===== src/sss_regs.vh =====
// Register offsets, field positions, reset values and timing constants for the scan sequencer.
`ifndef SSS_REGS_VH
`define SSS_REGS_VH

// Byte offsets of the word registers.
`define SSS_OFF_CONFIG      7'h00
`define SSS_OFF_ENABLE      7'h04
`define SSS_OFF_MODE        7'h08
`define SSS_OFF_INT_EN      7'h0C
`define SSS_OFF_WET_A       7'h10
`define SSS_OFF_WET_B       7'h14
`define SSS_OFF_WET_C       7'h18
`define SSS_OFF_INT_STAT    7'h1C
`define SSS_OFF_COMP_STATE  7'h20
`define SSS_OFF_CONV_A      7'h24
`define SSS_OFF_CONV_B      7'h28
`define SSS_OFF_STATUS      7'h2C
`define SSS_OFF_VALUE_BASE  7'h40
`define SSS_VALUE_COUNT     12

// Fields of the configuration register.
`define SSS_CFG_START       0
`define SSS_CFG_POLL        1
`define SSS_CFG_WIN_LO      4
`define SSS_CFG_WIN_HI      6
`define SSS_CFG_PER_LO      8
`define SSS_CFG_PER_HI      11
`define SSS_CFG_RESET       32'h0000_0000

// Channel count and converter width.
`define SSS_NCH             24
`define SSS_ADC_W           10

// Timing: the clock rate, the microsecond and millisecond steps.
`define SSS_CLK_HZ          50000000
`define SSS_US_PER_S        1000000
`define SSS_US_CYC          (`SSS_CLK_HZ / `SSS_US_PER_S)
`define SSS_MS_US           1000
`define SSS_WIN_MIN_US      64
`define SSS_PER_MIN_MS      2
`define SSS_STARTUP_US      200

`endif


===== src/sss_scan_seq.v =====
// Scan sequencer: wetting control, ordered sampling, reference states and change interrupt.
//
// Register access over Avalon-MM and the register offsets were left to the implementer.
`include "sss_regs.vh"

// Summary of operation
// - Continuous start: currents on after delay, stay
// - Continuous: sample enabled inputs IN0 upward
// - Six wetting levels per input, three registers
// - Mode bit picks comparator or ADC
// - Store result, reuse as reference state
// - ADC inputs fill twelve value registers
// - First full scan always interrupts, sets flag
// - Resample interval follows programmed cycle time
// - Reading interrupt status clears it, releases line
// - Later scans interrupt only on changes
// - Zero level: no current, still compared
// - Polling: currents switched one input, ascending
// - Change sets flag; line needs channel enable
// - Start bit launches polling, standard scheme
// - Polling window 64 to 4096 microseconds
// - Sample at window end by input mode
// - Scan repeats every 2 to 4096 ms
// - Polling current flows only in window and conversion
// - Changes between windows go unseen
// - Cleared start bit zeroes filter counter
// - Thermal recovery restarts, new reference states
module sss_scan_seq #(
  parameter STARTUP_US = `SSS_STARTUP_US
) (
  input  wire        ref_clk,
  input  wire        reset_n,
  input  wire [6:0]  avs_address,
  input  wire        avs_read,
  input  wire        avs_write,
  input  wire [31:0] avs_writedata,
  output reg  [31:0] avs_readdata,
  output reg         avs_waitrequest,
  input  wire        tsd_in,
  input  wire        conv_done,
  input  wire        conv_above,
  input  wire [9:0]  conv_value,
  output reg  [4:0]  sel_chan,
  output reg         sel_adc,
  output reg         conv_start,
  output reg  [23:0] wet_en,
  output reg  [71:0] wet_level,
  output reg         irq_n,
  output reg         state_change_flag
);

  localparam ST_IDLE  = 3'h0;
  localparam ST_START = 3'h1;
  localparam ST_SEEK  = 3'h2;
  localparam ST_WET   = 3'h3;
  localparam ST_CONV  = 3'h4;
  localparam ST_WAIT  = 3'h5;

  // Software registers.
  reg [31:0] config_reg;
  reg [23:0] enable_reg;
  reg [23:0] mode_reg;
  reg [23:0] int_en_reg;
  // Scan state.
  reg [2:0]  state;
  reg [5:0]  idx;
  reg [3:0]  slot;
  reg        first_cycle;
  reg        wet_cont;
  reg [23:0] cur_state;
  reg [23:0] ref_state;
  reg [7:0]  filter_cnt;
  reg [9:0]  value_mem [0:11];
  reg        tsd_meta;
  reg        tsd_sync;
  reg        win_load;
  reg [12:0] win_val;
  reg        per_load;
  // Combinational helpers.
  reg [5:0]  found;
  reg        found_ok;
  reg [23:0] next_wet_en;
  reg [23:0] lvl_nz;
  reg [31:0] next_readdata;
  wire       us_tick;
  wire       ms_tick;
  wire       win_done;
  wire       per_done;
  wire       run_ok;
  wire       bus_take;
  wire       stat_read;
  wire       end_set;
  wire       end_irq;
  wire [23:0] chg;
  wire [2:0]  wet_window_sel;
  wire [3:0]  per_sel;
  integer    i, j, k;

  assign run_ok  = config_reg[`SSS_CFG_START] & ~tsd_sync;
  assign wet_window_sel = config_reg[`SSS_CFG_WIN_HI:`SSS_CFG_WIN_LO];
  assign per_sel = config_reg[`SSS_CFG_PER_HI:`SSS_CFG_PER_LO];
  assign bus_take  = (avs_read | avs_write) & ~avs_waitrequest;
  assign stat_read = avs_read & ~avs_waitrequest & (avs_address == `SSS_OFF_INT_STAT);

  // End-of-scan evaluation: changes against the reference, gated by enables.
  assign chg     = (cur_state ^ ref_state) & enable_reg;
  assign end_set = (state == ST_SEEK) & ~found_ok & run_ok & (first_cycle | (chg != 24'h0));
  assign end_irq = (state == ST_SEEK) & ~found_ok & run_ok &
                   (first_cycle | ((chg & int_en_reg) != 24'h0));

  // Microsecond and millisecond ticks from the one clock.
  sss_tick_div #(.DIV(`SSS_US_CYC), .W(10)) u_us_div (
    .ref_clk (ref_clk),
    .reset_n (reset_n),
    .en      (1'b1),
    .tick    (us_tick)
  );

  sss_tick_div #(.DIV(`SSS_MS_US), .W(10)) u_ms_div (
    .ref_clk (ref_clk),
    .reset_n (reset_n),
    .en      (us_tick),
    .tick    (ms_tick)
  );

  // Window timer counts microseconds for the startup delay and the wetting window.
  sss_tick_timer #(.W(13)) u_win_timer (
    .ref_clk  (ref_clk),
    .reset_n  (reset_n),
    .tick     (us_tick),
    .load     (win_load),
    .load_val (win_val),
    .done     (win_done)
  );

  // Period timer counts milliseconds of the scan cycle time.
  sss_tick_timer #(.W(13)) u_per_timer (
    .ref_clk  (ref_clk),
    .reset_n  (reset_n),
    .tick     (ms_tick),
    .load     (per_load),
    .load_val ((13'h0002 << per_sel)),
    .done     (per_done)
  );

  // Find the next enabled input at or above the scan index.
  always @* begin
    found    = 6'h00;
    found_ok = 1'b0;
    for (i = `SSS_NCH - 1; i >= 0; i = i - 1) begin
      if (enable_reg[i] && (i[5:0] >= idx)) begin
        found    = i[5:0];
        found_ok = 1'b1;
      end
    end
  end

  // Which inputs carry a non-zero wetting level.
  always @* begin
    lvl_nz = 24'h0;
    for (j = 0; j < `SSS_NCH; j = j + 1) begin
      lvl_nz[j] = (wet_level[3*j +: 3] != 3'h0);
    end
  end

  // Wetting current enables for both modes.
  always @* begin
    next_wet_en = 24'h0;
    if (run_ok && wet_cont) begin
      next_wet_en = enable_reg & lvl_nz;
    end else if (run_ok && (state == ST_WET || state == ST_CONV)) begin
      next_wet_en = (24'h000001 << sel_chan) & enable_reg & lvl_nz;
    end
  end

  // Read data multiplexer; unmapped offsets read as zero.
  always @* begin
    next_readdata = 32'h0;
    case (avs_address)
      `SSS_OFF_CONFIG:     next_readdata = config_reg;
      `SSS_OFF_ENABLE:     next_readdata = {8'h00, enable_reg};
      `SSS_OFF_MODE:       next_readdata = {8'h00, mode_reg};
      `SSS_OFF_INT_EN:     next_readdata = {8'h00, int_en_reg};
      `SSS_OFF_WET_A:      next_readdata = {2'h0, wet_level[29:0]};
      `SSS_OFF_WET_B:      next_readdata = {2'h0, wet_level[59:30]};
      `SSS_OFF_WET_C:      next_readdata = {20'h0, wet_level[71:60]};
      `SSS_OFF_INT_STAT:   next_readdata = {31'h0, state_change_flag};
      `SSS_OFF_COMP_STATE: next_readdata = {8'h00, ref_state & ~mode_reg};
      `SSS_OFF_CONV_A:     next_readdata = {20'h0, ref_state[11:0] & mode_reg[11:0]};
      `SSS_OFF_CONV_B:     next_readdata = {20'h0, ref_state[23:12] & mode_reg[23:12]};
      `SSS_OFF_STATUS:     next_readdata = {13'h0, first_cycle, filter_cnt, 2'h0,
                                            sel_chan, state[2:0]};
      default: begin
        if (avs_address >= `SSS_OFF_VALUE_BASE &&
            avs_address < `SSS_OFF_VALUE_BASE + 7'h30) begin
          next_readdata = {22'h0, value_mem[avs_address[5:2]]};
        end
      end
    endcase
  end

  // Bus slave: one wait cycle, then the answer with waitrequest low for one cycle.
  always @(posedge ref_clk or negedge reset_n) begin
    if (!reset_n) begin
      avs_waitrequest <= 1'b1;
      avs_readdata    <= 32'h0;
    end else if (avs_waitrequest && (avs_read || avs_write)) begin
      avs_waitrequest <= 1'b0;
      avs_readdata    <= avs_read ? next_readdata : 32'h0;
    end else begin
      avs_waitrequest <= 1'b1;
    end
  end

  // Register writes take effect at the edge that ends the request.
  always @(posedge ref_clk or negedge reset_n) begin
    if (!reset_n) begin
      config_reg <= `SSS_CFG_RESET;
      enable_reg <= 24'h0;
      mode_reg   <= 24'h0;
      int_en_reg <= 24'h0;
      wet_level  <= 72'h0;
    end else if (bus_take && avs_write) begin
      case (avs_address)
        `SSS_OFF_CONFIG: config_reg <= {20'h0, avs_writedata[11:8], 1'b0,
                                        avs_writedata[6:4], 2'h0, avs_writedata[1:0]};
        `SSS_OFF_ENABLE: enable_reg <= avs_writedata[23:0];
        `SSS_OFF_MODE:   mode_reg   <= avs_writedata[23:0];
        `SSS_OFF_INT_EN: int_en_reg <= avs_writedata[23:0];
        `SSS_OFF_WET_A:  wet_level[29:0]  <= avs_writedata[29:0];
        `SSS_OFF_WET_B:  wet_level[59:30] <= avs_writedata[29:0];
        `SSS_OFF_WET_C:  wet_level[71:60] <= avs_writedata[11:0];
        default: begin
        end
      endcase
    end
  end

  // Thermal shutdown pin passes two flip-flops.
  always @(posedge ref_clk or negedge reset_n) begin
    if (!reset_n) begin
      tsd_meta <= 1'b0;
      tsd_sync <= 1'b0;
    end else begin
      tsd_meta <= tsd_in;
      tsd_sync <= tsd_meta;
    end
  end

  // Interrupt status bit and line: a new event wins over the clearing read.
  always @(posedge ref_clk or negedge reset_n) begin
    if (!reset_n) begin
      state_change_flag <= 1'b0;
      irq_n             <= 1'b1;
      wet_en            <= 24'h0;
    end else begin
      wet_en <= next_wet_en;
      if (end_set) begin
        state_change_flag <= 1'b1;
      end else if (stat_read) begin
        state_change_flag <= 1'b0;
      end
      if (end_irq) begin
        irq_n <= 1'b0;
      end else if (stat_read) begin
        irq_n <= 1'b1;
      end
    end
  end

  // Scan state machine.
  always @(posedge ref_clk or negedge reset_n) begin
    if (!reset_n) begin
      state       <= ST_IDLE;
      idx         <= 6'h00;
      slot        <= 4'h0;
      first_cycle <= 1'b1;
      wet_cont    <= 1'b0;
      cur_state   <= 24'h0;
      ref_state   <= 24'h0;
      filter_cnt  <= 8'h00;
      sel_chan    <= 5'h00;
      sel_adc     <= 1'b0;
      conv_start  <= 1'b0;
      win_load    <= 1'b0;
      win_val     <= 13'h0000;
      per_load    <= 1'b0;
      for (k = 0; k < `SSS_VALUE_COUNT; k = k + 1) begin
        value_mem[k] <= 10'h000;
      end
    end else begin
      win_load   <= 1'b0;
      per_load   <= 1'b0;
      conv_start <= 1'b0;
      if (!run_ok) begin
        // Stopped or overheated: halt, drop currents, rebuild the reference later.
        state       <= ST_IDLE;
        wet_cont    <= 1'b0;
        first_cycle <= 1'b1;
        if (!config_reg[`SSS_CFG_START]) begin
          filter_cnt <= 8'h00;
        end
      end else begin
        case (state)
          ST_IDLE: begin
            idx  <= 6'h00;
            slot <= 4'h0;
            if (config_reg[`SSS_CFG_POLL]) begin
              per_load <= 1'b1;
              state    <= ST_SEEK;
            end else begin
              win_val  <= STARTUP_US[12:0];
              win_load <= 1'b1;
              state    <= ST_START;
            end
          end
          ST_START: begin
            if (win_done && !win_load) begin
              wet_cont <= 1'b1;
              per_load <= 1'b1;
              state    <= ST_SEEK;
            end
          end
          ST_SEEK: begin
            if (found_ok) begin
              sel_chan <= found[4:0];
              sel_adc  <= mode_reg[found[4:0]];
              if (wet_cont) begin
                conv_start <= 1'b1;
                state      <= ST_CONV;
              end else begin
                win_val  <= (13'h0040 << wet_window_sel);
                win_load <= 1'b1;
                state    <= ST_WET;
              end
            end else begin
              // Scan complete: adopt results as the new reference.
              ref_state   <= cur_state;
              first_cycle <= 1'b0;
              if (filter_cnt != 8'hFF) begin
                filter_cnt <= filter_cnt + 8'h01;
              end
              state <= ST_WAIT;
            end
          end
          ST_WET: begin
            if (win_done && !win_load) begin
              conv_start <= 1'b1;
              state      <= ST_CONV;
            end
          end
          ST_CONV: begin
            if (conv_done && !conv_start) begin
              cur_state[sel_chan] <= conv_above;
              if (sel_adc && slot < `SSS_VALUE_COUNT) begin
                value_mem[slot] <= conv_value;
                slot            <= slot + 4'h1;
              end
              idx   <= {1'b0, sel_chan} + 6'h01;
              state <= ST_SEEK;
            end
          end
          ST_WAIT: begin
            if (per_done && !per_load) begin
              idx      <= 6'h00;
              slot     <= 4'h0;
              per_load <= 1'b1;
              state    <= ST_SEEK;
            end
          end
          default: begin
            state <= ST_IDLE;
          end
        endcase
      end
    end
  end

endmodule


===== src/sss_tick_div.v =====
// Divider that turns enabled clock cycles into a one-cycle tick pulse.
module sss_tick_div #(
  parameter DIV = 50,
  parameter W   = 10
) (
  input  wire ref_clk,
  input  wire reset_n,
  input  wire en,
  output reg  tick
);

  reg [W-1:0] cnt;

  // Count enabled cycles and pulse once every DIV of them.
  always @(posedge ref_clk or negedge reset_n) begin
    if (!reset_n) begin
      cnt  <= {W{1'b0}};
      tick <= 1'b0;
    end else begin
      tick <= 1'b0;
      if (en) begin
        if (cnt == DIV[W-1:0] - 1'b1) begin
          cnt  <= {W{1'b0}};
          tick <= 1'b1;
        end else begin
          cnt <= cnt + 1'b1;
        end
      end
    end
  end

endmodule


===== src/sss_tick_timer.v =====
// Loadable down counter of ticks whose done level rises when the count runs out.
module sss_tick_timer #(
  parameter W = 13
) (
  input  wire         ref_clk,
  input  wire         reset_n,
  input  wire         tick,
  input  wire         load,
  input  wire [W-1:0] load_val,
  output reg          done
);

  reg [W-1:0] cnt;

  // A load restarts the count; done then stands until the next load.
  always @(posedge ref_clk or negedge reset_n) begin
    if (!reset_n) begin
      cnt  <= {W{1'b0}};
      done <= 1'b0;
    end else if (load) begin
      cnt  <= load_val;
      done <= 1'b0;
    end else if (tick && cnt != {W{1'b0}}) begin
      cnt <= cnt - 1'b1;
      if (cnt == {{(W-1){1'b0}}, 1'b1}) begin
        done <= 1'b1;
      end
    end
  end

endmodule


===== config.mk =====
export PLATFORM = sky130hd
export DESIGN_NAME = sss_scan_seq
export DESIGN_NICKNAME = d
export VERILOG_FILES = /design/src/sss_scan_seq.v /design/src/sss_tick_div.v /design/src/sss_tick_timer.v
export VERILOG_INCLUDE_DIRS = /design/src
export SDC_FILE = /design/constraint.sdc
export NUM_CORES = 1
export LEC_CHECK = 0
export ABC_AREA = 1
export ABC_CLOCK_PERIOD_IN_PS = 2900
export BUFFER_PORTS_ARGS = -buffer_cell sky130_fd_sc_hd__buf_2
export CAP_MARGIN = 20
export CORE_UTILIZATION = 38
export DETAILED_ROUTE_END_ITERATION = 10
export PLACE_DENSITY_LB_ADDON = 0.05
export SYNTH_ARGS = -nofsm -noshare
export SYNTH_HDL_FRONTEND = slang
export SYNTH_SLANG_ARGS = --single-unit

===== constraint.sdc =====
create_clock -name ref_clk -period 2.9 [get_ports ref_clk]
set_input_delay 0.29 -clock ref_clk [delete_from_list [all_inputs] [get_ports ref_clk]]
set_output_delay 0.29 -clock ref_clk [all_outputs]
set_load 0.02 [all_outputs]

Yosys cells after proc, flatten, opt, wreduce, memory -nomap -nowiden
Index checks and enable logic that the tools add are counted.
- add/sub/neg operators: 7
- $lt $le $gt $ge: 33
- equal/unequal tests: 37
- shift operators: 3
- multiplexer cells: 129
- bitwise gates (word level): 26
- reduce and logical (&&, ||, !) cells: 100
- operator list (kind ; count):
    $pmux W30 S12 ; 1
    $and A24 B24 Y24 ; 6
    $bwmux W120 ; 1
    $mux W5 ; 24
    $mux W13 ; 7
    $reduce_bool A3 Y1 ; 25
    $mux W10 ; 6
    $mux W1 ; 57
    $ge A4 B6 Y1 const A ; 8
    $ge A5 B6 Y1 const A ; 8
    $mux W24 ; 2
    $reduce_bool A24 Y1 ; 2
    $bmux W10 S4 ; 1
    $demux W10 S4 ; 1
    $mux W8 ; 5
    $logic_and A1 B1 Y1 ; 37
    $mux W32 ; 1
    $eq A7 B5 Y1 const B ; 4
    $eq A7 B6 Y1 const B ; 4
    $eq A13 B1 Y1 const B ; 2
    $pmux W13 S2 ; 1
    $reduce_bool A13 Y1 ; 2
    $sub A13 B1 Y13 const B ; 2
    $and A12 B12 Y12 ; 2
    other kinds (56) ; 126
- register bits after elaboration: 477
- input bits: 56
- output and inout bits: 138

Longest topological paths before layout
Gate-level depths: netlist (run 1).
- depth after elaboration: 31
- depth in mapped cells: 35
- mapped depth without buffers: 34

Hierarchy
A second synthesis (run 1) with hierarchy kept.
- cells, all modules: 2870
- area total of the unflattened synthesis: 23203.5 µm²
- by module, submodules not included (module ; instances ; cells each ; area each (µm²) ; seq. area each (µm²)):
    sss_scan_seq ; 1 ; 2383 ; 19769.0 ; 10513.8
    sss_tick_timer (u_win_timer) ; 1 ; 156 ; 1082.3 ; 350.3
    sss_tick_timer (u_per_timer) ; 1 ; 158 ; 1079.8 ; 350.3
    sss_tick_div (u_ms_div) ; 1 ; 88 ; 639.4 ; 275.3
    sss_tick_div (u_us_div) ; 1 ; 85 ; 633.1 ; 275.3

Least setup slack after synthesis (run 1)
OpenSTA, ideal clock, no wires.
- kind: register to register
- start: register idx[2]
- end: register sel_adc
- library setup time: 0.120 ns
- arrival time: 2.406 ns
- required time: 2.780 ns
- path slack: 0.374 ns
- stages on the path, launching flop included: 35
- buffers on the path: 1
- period minus slack after synthesis: 2.526 ns
- cells stage by stage: dfrtp_1 -> nor2_2 -> o21ai_4 -> nand2_1 -> nand2_1 -> nand2_1 -> nand2_1 -> nand2_1 -> nand2_1 -> nand2_1 -> nand2_1 -> nand2_1 -> nand2_1 -> nand2_1 -> nand2_1 -> nand2_1 -> nand2_1 -> nand2_1 -> nand2_1 -> nand2_1 -> nand2_1 -> nand2_1 -> nand2_1 -> nand2_1 -> nand2_1 -> nand2_2 -> nand2_4 -> nand2_4 -> buf_12 -> nand2_2 -> nand3_1 -> nand3_1 -> nand2_1 -> a21oi_2 -> a21oi_2
- cells in the longest elaborated chain, start to end: 28
- elaborated cells on any way between the ends: 99
- ends and longest elaborated chain (what ; line ; RTL):
    from (decl) ; sss_scan_seq.v:66 ; reg [5:0] idx;
    from (signal assigned) ; sss_scan_seq.v:359 ; idx <= {1'b0, sel_chan} + 6'h01;
    $ge A5 B6 Y1 ; sss_scan_seq.v:151 ; if (enable_reg[i] && (i[5:0] >= idx)) begin
    $logic_and A1 B1 Y1 ; sss_scan_seq.v:151 ;
    $mux W5 (24 in a row) ; sss_scan_seq.v:151 ;
    $bmux W1 S5 ; sss_scan_seq.v:327 ; sel_adc <= mode_reg[found[4:0]];
    $mux W1 (implied by the code) ; sss_scan_seq.v:327 ;
    to (signal assigned) ; sss_scan_seq.v:327 ;
    to (decl) ; sss_scan_seq.v:44 ; output reg sel_adc,
Parallel ways exist; a longest one is shown, timed or not. The select of a mux whose other input is x is not followed.
A chain may end at the register's enable or synchronous reset.

Worst setup path in the final report (run 1)
- start: register idx[3]
- end: register sel_adc
The elaborated chain is that of the path after synthesis.

==> reports/metrics.cfg, run 1 <==
[status]
status = completed

[critical_path]
start_kind = flop
ff2ff_setup_slack_ns = 0.07
r2r-start = idx[3]
crit_path_max_fanout = 5
reg2regPathDepth = 32
crit_path_end_kind = flop
criticalPathCategory = reg2reg
crit_top_cell = nand2_1
critPathArrivalTime_ns = 3.32
reg2reg_to = sel_adc
crit_start = idx[3]
endpoint = sel_adc
slowest_stage = dfrtp_2
worstPathRequired_ns = 3.40
max_stage_delay_ns = 0.45

[drt]
dr.pass1.iters = 6
viasPerCell = 5.61
drtAntennaViolNets = 0
wire_per_inst_um = 24.0
drt_iter0_drc = 2385
routed_wl_um = 89500
vias = 20946
drc = 0

[layout]
final_cell_mix = nand2_1, dfrtp_1, o21ai_0, inv_1, buf_2
final_common_cell = nand2_1
syn_to_final_growth_pct = 20.0
instances_no_fill = 3737
top_regs = value_mem: 120 flops, wet_level: 72 flops, avs_readdata: 30 flops
fillerInstances = 5792
multi_input_area_mm2 = 0.00908
nets = 3001
fin_area_mm2 = 0.0268
drive_gt1_share_pct = 15.5
top_register = value_mem
register_area_mm2 = 0.0118
largest_reg_flops = 120

[timing]
tightest_slew_ns = 0.950
worst_hold_slack_ns = 0.0372
slew_violations = 0
fmax_mhz = 354
finClkSkew_ns = 0.0217
fin_ws_ns = 0.0715
grt_setup_unrepaired = yes
timing.final.crit_share_pct = 97.5
hold_viol_final = 0
finalSetupViolCount = 0
fin_crit_ns = 2.83
max-slew-margin-rel_pct = 36.5

[pwr]
finalPower_w = 0.0159
power_density_mw_per_mm2 = 592
ir_drop_v = 0.000415
leakage_nw = 12.4

[synthesis]
yosysWarnings = 0
synthTopCellsByArea = dfrtp_1, nand2_1, o21ai_0
synth_cell_types = 60
synth_edf_count = 0
yosysTopAreaCell = dfrtp_1
syn_avg_cell_area_um2 = 8.34
synth_top_area_share_pct = 52.3
ys_ff_latch = 470
yosysSeqAreaShare_pct = 52.7
synth_area_mm2 = 0.0223
synth_cells = 2679
ys_async_sr_fraction_pct = 100
synth_ff_type = dfrtp_1

[cts]
clockBufferDepth = 3
clkTransAtPathRegs_ns = 0.06
clkLatencyLatePin_ns = 0.62
htree_num_levels = 2
cts_root_buf = clkbuf_16
numCtsBuffers = 53
cts_tree = built
clock_sinks = 470

[global_routing]
grt.met1_usage_pct = 43.6
overflow = 0
top_usage_layer = met2
met3_usage_pct = 6.57
grt_util_met2_pct = 44.3
grt_pass1_vias = 20067
grt_usage_pct = 30.2
grt_pass1_wl_um = 133000
grt_max_degree = 87
antenna_found_initial = 7

[place]
pre_cts_ws_ns = 0.0281
gp_congestion = 0.978
dpl.cell_count = 3618
placed_cell_area_mm2 = 0.0247
hpwl_um = 66400
numPortBuffers = 189

[floorplanning]
num_rows = 88
fp.dieH_um = 244
coreArea_mm2 = 0.0579
die_w_um = 244
start_util_pct = 38.6
die_area_mm2 = 0.0598
io_pins = 194

[run]
cap_violations = 0

[min_path]
hp-class = in2reg

## per-layer routing
metal	vias to the layer above	share of wire (%)
li1	9581	-
met1	10255	44
met2	960	43
met3	148	9.1
met4	2	3.4
met5	-	0.010
## cell families after synthesis
group	Yosys count	synth area share, %
simple gates	1002	18.4
compound gates	751	20.0
flops	470	52.7
buf+inv	420	7.21
fa+ha+maj	18	1.01
xor+xnor	17	0.666
other cells	1	0.0168
## synthesized netlist by cell type (6+ instances only)
master     instances
a211oi_1          15
clkinv_1           8
nor4_1            14
xnor2_1            6
nor2_2             6
a22oi_1           16
a221oi_1          18
a311oi_1           8
inv_1            283
dfrtp_1          467
o31ai_1           17
nand2_1          602
nor3_1            61
a31oi_1           36
o221ai_1           9
nand3_1           92
o22ai_1           67
xor2_1            11
a22o_1            17
o21ai_0          398
nand4_1           14
inv_2              7
clkbuf_1         112
o2111ai_1         13
ha_1              18
o211ai_1          11
a41oi_1           12
nor2_1           192
nand2_2            8
a21oi_1           78
## stage by stage
stage | TNS (ns) | utilization [%]
3_3_place_gp | -0.000879 | 42.7
5_1_grt | -0.590 | 46.3
3_5_place_dp | 0 | 42.7
4_1_cts | 0 | 46.0
6_report | 0 | 46.3
2_1_floorplan | 0 | -
## cell type report
class,instances,area share (%)
flip-flops and latches,470,43.9
multi-input cells,1790,33.8
repair buffers,314,7.62
clock buffers,74,5.92
inverters,298,4.17
well taps,765,3.57
clock inverters,24,0.984
diodes,2,0.0187
## worst min path at each step
stage | cells after the start | start | slack [ns] | endpoint
after floorplan | 0 | reset_n | -0.006 | avs_readdata[0]
after global placement | 1 | reset_n | 0.29 | value_mem[104]
after detailed placement | 1 | reset_n | 0.29 | value_mem[114]
after CTS | 3 | avs_writedata[17] | 0.01 | mode_reg[17]
after global routing | 3 | avs_writedata[17] | 0.03 | wet_level[17]
final | 3 | avs_writedata[17] | 0.04 | wet_level[17]
## critical path: cells and delay by family, from the launching register on
kind / cells / cell delay, ns
buf+inv: 1 / 0.16
simple gates: 27 / 1.59
flops: 1 / 0.45
compound gates: 4 / 0.50
## power breakdown
group | switching (W) | internal (W) | leakage [nW]
Clock | 0.00289 | 0.00426 | 0.919
Combinational | 0.00117 | 0.000564 | 5.03
Sequential | 0.000256 | 0.00675 | 6.48
## what timing repair did
action / 4_1_cts / 5_1_grt
setup buffers: 0 / 11
setup endpoints to repair: 0 / 72
endpoints found under the hold margin: 63 / 0
hold buffers: 8 / 0
resized for setup: 0 / 28
Power figures use the tool's default switching activity.
==> inputs of run 2 (changes only) <==
Settings changed: CORE_MARGIN set to 5.
==> reports/metrics.cfg, run 2 (synthesis gave the netlist of run 1 again) <==
[floorplanning]
num_rows = 88  ; unchanged
io_pins = 194  ; unchanged
coreArea_mm2 = 0.0580  ; was 0.0579 mm2
die_w_um = 252  ; was 244 um
die_area_mm2 = 0.0637  ; was 0.0598 mm2
start_util_pct = 38.5  ; was 38.6%
fp.dieH_um = 252  ; was 244 um

[critical_path]
start_kind = flop  ; unchanged
critPathArrivalTime_ns = 3.31  ; was 3.32 ns
crit_path_end_kind = flop  ; unchanged
crit_top_cell = nand2_1  ; unchanged
cpLargestDelayFamily = simple AND/OR/NAND/NOR gates  ; unchanged
worstPathRequired_ns = 3.39  ; was 3.40 ns
r2r-start = idx[3]  ; unchanged
slowest_stage = dfrtp_2  ; unchanged
reg2regPathDepth = 33  ; was 32
path_buf_inv = 0  ; was 1
max_stage_delay_ns = 0.44  ; was 0.45 ns
ff2ff_setup_slack_ns = 0.08  ; was 0.07 ns
criticalPathCategory = reg2reg  ; unchanged
crit_path_max_fanout = 13  ; was 5
reg2reg_to = sel_adc  ; unchanged

[timing]
fin_crit_ns = 2.82  ; was 2.83 ns
grt_setup_unrepaired = yes  ; unchanged
finClkSkew_ns = 0.0318  ; was 0.0217 ns
finalSetupViolCount = 0  ; unchanged
max-slew-margin-rel_pct = 31.6  ; was 36.5%
setup_tns_ns = 0  ; unchanged
timing.final.crit_share_pct = 97.4  ; was 97.5%
hold_viol_final = 0  ; unchanged
fmax_mhz = 354  ; about the same
fin_ws_ns = 0.0768  ; was 0.0715 ns
tightest_slew_ns = 1.02  ; was 0.950 ns
slew_violations = 0  ; unchanged

[pwr]
leakage_nw = 12.3  ; was 12.4 nW
power_density_mw_per_mm2 = 585  ; was 592 mW/mm2
ir_drop_v = 0.000392  ; was 0.000415 V

[drt]
routed_wl_um = 89600  ; was 89500 um
drtAntennaViolNets = 0  ; unchanged
viasPerCell = 5.64  ; was 5.61
drc = 0  ; unchanged
wire_per_inst_um = 24.0  ; about the same
dr.pass1.iters = 6  ; unchanged
drt_iter0_drc = 2452  ; was 2385
vias = 21031  ; was 20.9k

[global_routing]
grt_pass1_vias = 20164  ; was 20.1k
top_usage_layer = met1  ; was met2
overflow = 0  ; unchanged
grt_pass1_wl_um = 133000  ; about the same
grt_util_met2_pct = 40.6  ; was 44.3%
grt_max_degree = 79  ; was 87
grt_usage_pct = 27.4  ; was 30.2%
grt.met1_usage_pct = 41.0  ; was 43.6%
met3_usage_pct = 5.62  ; was 6.57%
antenna_found_initial = 2  ; was 7

[status]
status = completed  ; unchanged

[place]
dpl.cell_count = 3614  ; was 3618
pre_cts_ws_ns = -0.0374  ; was 0.0281 ns
numPortBuffers = 189  ; unchanged
gp_congestion = 0.971  ; was 0.978
hpwl_um = 67400  ; was 66400 um
placed_cell_area_mm2 = 0.0246  ; was 0.0247 mm2

[min_path]
min_from = avs_writedata[12]  ; was avs_writedata[17]
min_to = mode_reg[12]  ; was wet_level[17]
hp-class = in2reg  ; unchanged
whs_path_depth = 3  ; unchanged

[cts]
clock_sinks = 470  ; unchanged
htree_num_levels = 2  ; unchanged
clockBufferDepth = 3  ; unchanged
clkTransAtPathRegs_ns = 0.06  ; about the same
numCtsBuffers = 54  ; was 53
cts_tree = built  ; unchanged
cts_root_buf = clkbuf_16  ; unchanged
clkLatencyLatePin_ns = 0.63  ; was 0.62 ns

[layout]
top_regs = value_mem: 120 flops, wet_level: 72 flops, avs_readdata: 30 flops  ; unchanged
fin_area_mm2 = 0.0267  ; was 0.0268 mm2
final_common_cell = nand2_1  ; unchanged
diodes = 0  ; was 2
fillerInstances = 5710  ; was 5792
fin_util_pct = 46.0  ; was 46.3%
largest_reg_flops = 120  ; unchanged
top_register = value_mem  ; unchanged
instances_no_fill = 3728  ; was 3737
drive_gt1_share_pct = 15.0  ; was 15.5%
syn_to_final_growth_pct = 19.5  ; was 20.0%
nets = 2996  ; was 3001
final_cell_mix = nand2_1, dfrtp_1, o21ai_0, inv_1, buf_2  ; unchanged

[run]
cap_violations = 0  ; unchanged

run 2: cell type report:
class	count	area, um2	area share [%]
clock inverter	13	146	0.548
tap	765	957	3.59
clock buffer	84	1630	6.09
timing repair buffer	308	1980	7.43
multi-input combinational	1790	9090	34.1
sequential	470	11800	44.1
inverter	298	1120	4.19
run 2: worst reg2reg max path, delay by kind of cell, from the launching register on:
family / cells / cell delay [ns]
compound gates: 3 / 0.42
simple gates: 30 / 1.85
flops: 1 / 0.44
run 2: worst max path at each step:
stage | cells after the start | start | slack [ns] | end
2_1_floorplan | 34 | idx[2] | 0.37 | sel_adc
3_3_place_gp | 33 | idx[2] | 0.06 | sel_adc
3_5_place_dp | 20 | idx[5] | -0.04 | filter_cnt[6]
4_1_cts | 20 | idx[5] | 0.02 | filter_cnt[6]
5_1_grt | 33 | idx[3] | -0.19 | sel_adc
6_report | 33 | idx[3] | 0.08 | sel_adc
run 2: report_power, final:
part,total (W),internal (W),switching (W)
Combinational,0.00171,0.000542,0.00116
Sequential,0.00700,0.00675,0.000246
Clock,0.00692,0.00409,0.00283
Total,0.0156,0.0114,0.00424
run 2: metrics by stage:
stage                     power, W  hold WS (ns)
after detailed placement   0.00871         0.280
after global routing        0.0162        0.0596
after global placement     0.00870         0.287
final                       0.0156        0.0444
after floorplan            0.00795      -0.00559
after CTS                   0.0157        0.0313
run 2: per-layer routing:
layer  vias up  share of wire, %
li1       9558                 -
met1     10358                45
met2       996                43
met3       119               8.7
met4         0               2.6
met5         -                 0
run 2: repair_timing:
item | in CTS | in global routing
setup buffers | 1 | 6
endpoints found under the hold margin | 68 | 0
cloned | 0 | 0
hold buffers | 10 | 0
endpoints found under the setup margin | 4 | 51
gates resized for setup | 2 | 32
pin swaps | 1 | 5
